$ cat src/design/cong_pkg.sv
// Purpose: Shared constants and types for the congestion-window block
// Assumes: Ten output ports, buffer counts fit in 10 bits
// Notes: Threshold sets indexed by buffer memory size code
`default_nettype none
package cong_pkg;
    localparam int NPORT = 10;
    localparam int CW = 10;
    localparam int QW = 10;
    // Buffer memory size codes
    localparam logic [1:0] MEM_128K = 2'h0;
    localparam logic [1:0] MEM_256K = 2'h1;
    localparam logic [1:0] MEM_512K = 2'h2;
    localparam logic [1:0] MEM_1M = 2'h3;
    // Fixed constants
    localparam logic [CW-1:0] STARVE_LEVEL = 10'h009;
    localparam logic [CW-1:0] RESPONSE_BUFS = 10'h002;
    localparam logic [CW-1:0] RESUME_OFFSET = 10'h014;
    // Per-size sets: pool, ceiling, floor offset D, reserve C, rmax
    localparam logic [CW-1:0] POOL_128K = 10'h040;
    localparam logic [CW-1:0] CEIL_128K = 10'h01d;
    localparam logic [CW-1:0] D_128K = 10'h00f;
    localparam logic [CW-1:0] C_128K = 10'h00a;
    localparam logic [CW-1:0] RMAX_128K = 10'h001;
    localparam logic [CW-1:0] POOL_256K = 10'h095;
    localparam logic [CW-1:0] CEIL_256K = 10'h02e;
    localparam logic [CW-1:0] D_256K = 10'h01c;
    localparam logic [CW-1:0] C_256K = 10'h00a;
    localparam logic [CW-1:0] RMAX_256K = 10'h004;
    localparam logic [CW-1:0] POOL_512K = 10'h140;
    localparam logic [CW-1:0] CEIL_512K = 10'h04c;
    localparam logic [CW-1:0] D_512K = 10'h025;
    localparam logic [CW-1:0] C_512K = 10'h014;
    localparam logic [CW-1:0] RMAX_512K = 10'h006;
    localparam logic [CW-1:0] POOL_1M = 10'h295;
    localparam logic [CW-1:0] CEIL_1M = 10'h066;
    localparam logic [CW-1:0] D_1M = 10'h025;
    localparam logic [CW-1:0] C_1M = 10'h01e;
    localparam logic [CW-1:0] RMAX_1M = 10'h008;

    typedef struct packed {
        logic [CW-1:0] buffer_pool_size;
        logic [CW-1:0] pause_threshold_ceiling;
        logic [CW-1:0] pause_offset;
        logic [CW-1:0] reserve;
        logic [CW-1:0] rmax;
    } thresh_t;

    typedef struct packed {
        logic valid;
        logic [NPORT-1:0] src;
        logic [NPORT-1:0] dst;
        logic bcast;
    } enq_t;

    typedef enum logic [1:0] {
        ST_LOAD = 2'b01,
        ST_RUN = 2'b10
    } cfg_state_t;
endpackage
`default_nettype wire

$ cat src/design/switch_congestion_thresholds.sv
// Purpose: Pause window, reservation and broadcast storm logic of a switch buffer manager
// Assumes: Queue lengths and free count arrive synchronous to CLK
// Notes: Threshold set latched from MEM_SIZE at reset release
//
// Function
// Pause entry never below total reservation
// Size thresholds for two-buffer response per port
// Per-port reservation from queue shortfall
// Total reservation sums ports zero to nine
// Virtual free equals free minus reserve
// Three pause-entry conditions per source port
// Leave pause when virtual free exceeds resume
// Reserve between starvation level and offset
// Pause offset 28 for 256KB memory
// Resume is half of pool plus ceiling minus 20
// 256KB set: 46, 38, 98, 4
// 512KB set: 76, 57, 198, 6 (code leaves pause at free count 209, not 198)
// Broadcast to paused destination pauses source
// Drop broadcasts while any drop window active
// Pause event always sends maximum pause frame
// Half-duplex paused port collides non-local packets
// Threshold set chosen at reset, then fixed
// Reservations recomputed every cycle
`default_nettype none
module switch_congestion_thresholds
    import cong_pkg::*;
#(
    parameter int PORTS = NPORT
) (
    input wire logic CLK,
    input wire logic SRST,
    input wire logic [1:0] MEM_SIZE,
    input wire logic [PORTS*QW-1:0] QUEUE_LEN,
    input wire logic [CW-1:0] FREE_COUNT,
    input wire enq_t ENQ,
    input wire logic [PORTS-1:0] HALF_DUPLEX,
    input wire logic [PORTS-1:0] NON_LOCAL,
    input wire logic [PORTS-1:0] DROP_ENABLE,
    output logic [PORTS-1:0] PAUSE_WINDOW,
    output logic [PORTS-1:0] PAUSE_FRAME_REQ,
    output logic [15:0] PAUSE_TIME,
    output logic [PORTS-1:0] FORCE_COLLISION,
    output logic [PORTS-1:0] CONGESTED,
    output logic BCAST_DROP,
    output logic [CW-1:0] RESERVE_TOTAL,
    output logic [CW-1:0] VIRTUAL_FREE
);
    localparam logic [15:0] MAX_PAUSE = 16'hffff;

    // ----------------------------------------
    // Threshold selection
    // ----------------------------------------
    function automatic thresh_t pick_set(input logic [1:0] sz);
        thresh_t t;
        t = '{POOL_128K, CEIL_128K, D_128K, C_128K, RMAX_128K};
        case (sz)
            MEM_128K: t = '{POOL_128K, CEIL_128K, D_128K, C_128K, RMAX_128K};
            MEM_256K: t = '{POOL_256K, CEIL_256K, D_256K, C_256K, RMAX_256K};
            MEM_512K: t = '{POOL_512K, CEIL_512K, D_512K, C_512K, RMAX_512K};
            MEM_1M: t = '{POOL_1M, CEIL_1M, D_1M, C_1M, RMAX_1M};
            default: t = '{POOL_128K, CEIL_128K, D_128K, C_128K, RMAX_128K};
        endcase
        return t;
    endfunction

    thresh_t ts;
    cfg_state_t cfg_state;
    logic [CW-1:0] resume_threshold;

    always_ff @(posedge CLK) begin
        if (SRST) begin
            cfg_state <= ST_LOAD;
            ts <= '0;
        end else if (cfg_state == ST_LOAD) begin
            ts <= pick_set(MEM_SIZE);
            cfg_state <= ST_RUN;
        end
    end

    // Ceiling already holds per-port response allowance of 2 buffers
    wire [CW:0] resume_sum = {1'b0, ts.buffer_pool_size} + {1'b0, ts.pause_threshold_ceiling};
    wire [CW:0] resume_half = (resume_sum - {1'b0, RESUME_OFFSET}) >> 1;
    // Reserve held strictly between starvation level and pause offset
    wire reserve_ok = (ts.reserve > STARVE_LEVEL) && (ts.reserve < ts.pause_offset);
    wire [CW-1:0] reserve_c = reserve_ok ? ts.reserve : STARVE_LEVEL + 10'h001;
    wire [CW-1:0] pause_floor = ts.pause_offset;

    always_ff @(posedge CLK) begin
        if (SRST) begin
            resume_threshold <= '0;
        end else begin
            resume_threshold <= resume_half[CW-1:0];
        end
    end

    // ----------------------------------------
    // Reservation counts
    // ----------------------------------------
    logic [CW-1:0] resv [PORTS];
    logic [PORTS-1:0] resv_zero;

    genvar g;
    generate
        for (g = 0; g < PORTS; g++) begin : g_res
            wire [QW-1:0] q = QUEUE_LEN[g*QW +: QW];
            assign resv[g] = (q >= ts.rmax) ? '0 : ts.rmax - q;
            assign resv_zero[g] = (resv[g] == '0);
        end
    endgenerate

    logic [CW+3:0] psi_wide;
    always_comb begin
        psi_wide = '0;
        for (int i = 0; i < PORTS; i++) begin
            psi_wide = psi_wide + {4'h0, resv[i]};
        end
    end
    wire [CW-1:0] psi = psi_wide[CW-1:0];

    // ----------------------------------------
    // Virtual free and pause windows
    // ----------------------------------------
    wire [CW-1:0] omega = (FREE_COUNT <= reserve_c) ? '0 : FREE_COUNT - reserve_c;
    wire [CW-1:0] entry_level = (psi > pause_floor) ? psi : pause_floor;
    wire any_paused = |PAUSE_WINDOW;
    wire [PORTS-1:0] dst_paused = ENQ.dst & PAUSE_WINDOW;
    wire bcast_hit = ENQ.valid && ENQ.bcast && (|dst_paused);

    logic [PORTS-1:0] pause_event;
    generate
        for (g = 0; g < PORTS; g++) begin : g_evt
            wire cond = (omega == '0)
                || ((omega <= entry_level) && resv_zero[g])
                || (any_paused && resv_zero[g]);
            assign pause_event[g] = ENQ.valid && ENQ.src[g] && (cond || bcast_hit);
        end
    endgenerate

    wire leave = omega > resume_threshold;
    wire [PORTS-1:0] next_pause = leave ? '0 : (PAUSE_WINDOW | pause_event);
    wire [PORTS-1:0] next_cong = {PORTS{any_paused}} & resv_zero;
    wire drop_active = |(DROP_ENABLE & PAUSE_WINDOW);

    always_ff @(posedge CLK) begin
        if (SRST || cfg_state != ST_RUN) begin
            PAUSE_WINDOW <= '0;
            PAUSE_FRAME_REQ <= '0;
            PAUSE_TIME <= '0;
            FORCE_COLLISION <= '0;
            CONGESTED <= '0;
            BCAST_DROP <= 1'b0;
            RESERVE_TOTAL <= '0;
            VIRTUAL_FREE <= '0;
        end else begin
            PAUSE_WINDOW <= next_pause;
            PAUSE_FRAME_REQ <= pause_event;
            PAUSE_TIME <= MAX_PAUSE;
            FORCE_COLLISION <= HALF_DUPLEX & NON_LOCAL & PAUSE_WINDOW;
            CONGESTED <= next_cong;
            BCAST_DROP <= drop_active;
            RESERVE_TOTAL <= psi;
            VIRTUAL_FREE <= omega;
        end
    end
endmodule
`default_nettype wire

$ cat config.mk
export PLATFORM = sky130hd
export DESIGN_NAME = switch_congestion_thresholds
export DESIGN_NICKNAME = d
export VERILOG_FILES = /design/src/design/cong_pkg.sv /design/src/design/switch_congestion_thresholds.sv
export SDC_FILE = /design/constraint.sdc
export NUM_CORES = 1
export LEC_CHECK = 0
export BUFFER_PORTS_ARGS = -buffer_cell sky130_fd_sc_hd__buf_2
export CORE_ASPECT_RATIO = 1.4
export CORE_MARGIN = 2
export CORE_UTILIZATION = 55
export CTS_CLUSTER_DIAMETER = 40
export DETAILED_ROUTE_END_ITERATION = 10
export PLACE_DENSITY = 0.89
export SLEW_MARGIN = 20
export SYNTH_ARGS = -nofsm -noshare
export SYNTH_HDL_FRONTEND = slang
export SYNTH_SLANG_ARGS = --single-unit
$ cat constraint.sdc
create_clock -name CLK -period 15 [get_ports CLK]
set_input_delay 0.75 -clock CLK [delete_from_list [all_inputs] [get_ports CLK]]
set_output_delay 0.75 -clock CLK [all_outputs]
set_load 0.01 [all_outputs]
==> metrics.yaml <==
run_status:
  status: "completed"
global_routing:
  grt_usage_pct: 30.66
  grt_max_degree: 38
  overflow: 0
  grt_first_pass_wirelength_mm: 39.50
  antenna_found_initial: 3
  grt_pass1_vias: 8331
sta:
  maxSlewHeadroom_pct: 46.81
  worstMarginPinSlew_ns: 0.7908
  rsz0062_at_grt: "false"
  finalSetupViolCount: 0
  period_minus_slack_ns: 9.494
  max_freq_mhz: 105.3
  hold_viol_final: 0
  timing.setup.tns_ns: 0
  fin_crit_sh_pct: 63.30
  finalClockSkew_ns: 0.008446
  slew_viol_final: 0
final_layout:
  nFillCells: 1201
  instances_no_fill: 1456
  drive_above_1_share_pct: 22.08
  nNetsFinal: 1601
  area_delta_synth_final_pct: 20.03
yosys:
  ys_types: 60
  yosysTopAreaCell: "dfxtp_1"
  ys.warnings.count: 0
  ys_ff_latch: 86
  syn_area_um2: 8701
  yosys.area.top_type_share_pct: 19.79
  ys_seq_area_share_pct: 19.79
  ys.flop_type: "dfxtp_1"
  syn_inst: 997
  async_reset_ff_share_pct: 0
  netlist_top_cells_area: "dfxtp_1, fa_1, ha_1, inv_1, nor2_1"
  synth-edff-count: 0
  avgSynthCellArea_um2: 8.727
pwr:
  internal-power_uw: 645.0
  p_leak_nw: 5.463
  p_sw_uw: 421.4
  pwr_density_cell_nw_per_um2: 102.1
  irDropWorstVdd_v: 0.00008131
  clkPwrFrac_pct: 21.6
  swShare_pct: 39.51
  combPwrFrac_pct: 54.7
  seq_power_share_pct: 23.8
route:
  wl_mm: 24.89
  via_per_inst: 5.543
  drt_iter0_drc: 480
  postRouteAntennaNets: 0
  firstDrtPassIters: 5
  drc: 0
  wl_per_cell_um: 17.09
  num_vias: 8070
critical_path:
  rrSetupSlack_ns: 5.51
  cp_top_family: "adder cells"
  arrival_ns: 9.75
  endpoint_kind: "register"
  crit_buf_inv: 5
  worstSetupStartpoint: "ts[34]"
  cp_common_cell: "fa_1"
  start_kind: "register"
  critPathSlowestCell: "fa_1"
  required_ns: 15.25
  crit_path_max_incr_delay_ns: 0.54
  critPathMaxFanout: 12
  timing.rr.start: "ts[34]"
  critPathKind: "reg -> reg"
min_path:
  hp-class: "reg -> reg"
  min_from: "ts[13]"
clock_network:
  path_clk_slew_ns: 0.07
  root_buffer: "clkbuf_16"
  postCtsHoldBufs: 0
  postCtsSetupBuffers: 0
  cts.repair.resized: 0
  clk_latency_ns: 0.34
  cts_sinks: 86
  cts_tree: "yes"
  cts_made_buffers: 9
  clk_path_buf_depth: 2
  cts.htree.levels: 3
die:
  die_h_um: 152.8
  rows: 54
  fp.dieW_um: 110.3
  start_util_pct: 55.99
  dieArea_um2: 16860
  core_area_um2: 15540
  boundaryPins: 243
placed_design:
  dp.cells: 1440
  portBuffers: 242
  place_hpwl_mm: 20.73
  finalWeightedCongestion: 0.9408
job:
  cap_viol_max_count: 0
power groups by stage:
stage	sequential, mW	combinational [mW]	clock (mW)
2_1_floorplan	0.258	0.427	0
6_report	0.253	0.583	0.230
5_1_grt	0.255	0.654	0.241
4_1_cts	0.253	0.579	0.231
3_3_place_gp	0.257	0.550	0
3_5_place_dp	0.258	0.572	0
cells in the mapped netlist (11+ instances only):
cell type  number
inv_1         160
nor2_1        103
ha_1          102
dfxtp_1        86
fa_1           78
a21oi_1        49
nand2_1        49
nor2b_1        31
o21ai_0        24
o21a_1         23
xnor2_1        22
nand3_1        18
a211oi_1       17
a21o_1         17
and3_1         15
buf_4          15
nor3_1         15
xor2_1         14
and2_1         13
nand4_1        11
o211ai_1       11
or3_1          11
worst reg2reg max path, delay by kind of cell, from the launching register on:
kind,cells,cell delay (ns)
simple gates,4,1.19
xor+xnor,2,0.79
mux,1,0.23
fa+ha+maj,9,3.79
compound gates,14,2.28
buf+inv,5,0.69
flops,1,0.41
final cells by class:
| cell class | instances | area (um^2) | area share, % |
|---|---|---|---|
| well taps | 196 | 245.2 | 2.348 |
| clock buffers | 11 | 252.7 | 2.420 |
| multi-input cells | 752 | 6326 | 60.57 |
| repair buffers | 246 | 1241 | 11.88 |
| clock inverters | 4 | 53.80 | 0.5152 |
| inverters | 160 | 600.6 | 5.751 |
| diodes | 1 | 2.502 | 0.02396 |
| flip-flops and latches | 86 | 1722 | 16.48 |
cell families (layout without fill, tap and decap cells):
| logic type | Yosys count | in the layout | synth area share [%] |
|---|---|---|---|
| flops | 86 | 86 | 19.79 |
| fa+ha+maj | 180 | 180 | 32.61 |
| buf+inv | 187 | 421 | 8.714 |
| xor+xnor | 41 | 41 | 4.947 |
| mux | 8 | 8 | 1.007 |
| simple gates | 301 | 301 | 17.82 |
| compound gates | 192 | 192 | 15.03 |
| other cells | 2 | 31 | 0.08631 |
sequential cells by signal (all words and copies together), names as in the netlist:
signal and flops:
RESERVE_TOTAL 10, ts 10, PAUSE_TIME 1, VIRTUAL_FREE 10, PAUSE_FRAME_REQ 10, cfg_state 1, pause_floor 3, resume_threshold 10
FORCE_COLLISION 10, CONGESTED 10, PAUSE_WINDOW 10, BCAST_DROP 1
metal layers:
metal	part of all wire [%]	vias to the layer above	track usage, %
li1	-	3835	-
met1	34	3739	30.10
met2	52	391	55.62
met3	7.8	101	7.505
met4	6.1	4	19.23
met5	0.092	-	0
cells in the final DEF, fill, tap and decap left out, types with 15 or more instances in the layout:
cell type and count:
a211oi_1 17, a21o_1 17, a21oi_1 49, and3_1 15, buf_2 242, conb_1 30
dfxtp_1 86, fa_1 78, ha_1 102, inv_1 160, nand2_1 49, nand3_1 18
nor2_1 103, nor2b_1 31, nor3_1 15, o21a_1 23, o21ai_0 24, xnor2_1 22
stage by stage:
step | utilization (%) | power [mW] | hold slack, ns | area, um^2 | worst slack, ns
5_1_grt | 67.21 | 1.149 | 0.5273 | 10440 | 4.934
3_5_place_dp | 65.22 | 0.8299 | 0.4907 | 10130 | 5.530
6_report | 67.21 | 1.066 | 0.5183 | 10440 | 5.506
2_1_floorplan | - | 0.6852 | 0.4487 | 8806 | 5.837
3_3_place_gp | 65.22 | 0.8071 | 0.4782 | 10130 | 5.846
4_1_cts | 67.19 | 1.064 | 0.5144 | 10440 | 5.517
worst paths after layout:
path | depth (start not counted) | endpoint
worst min register to register | 2 | ts[13]
worst max-delay path | 35 | PAUSE_WINDOW[1]
worst min-delay path | 2 | ts[13]
worst max register to register | 35 | PAUSE_WINDOW[1]
(Power assumes the default switching activity.)
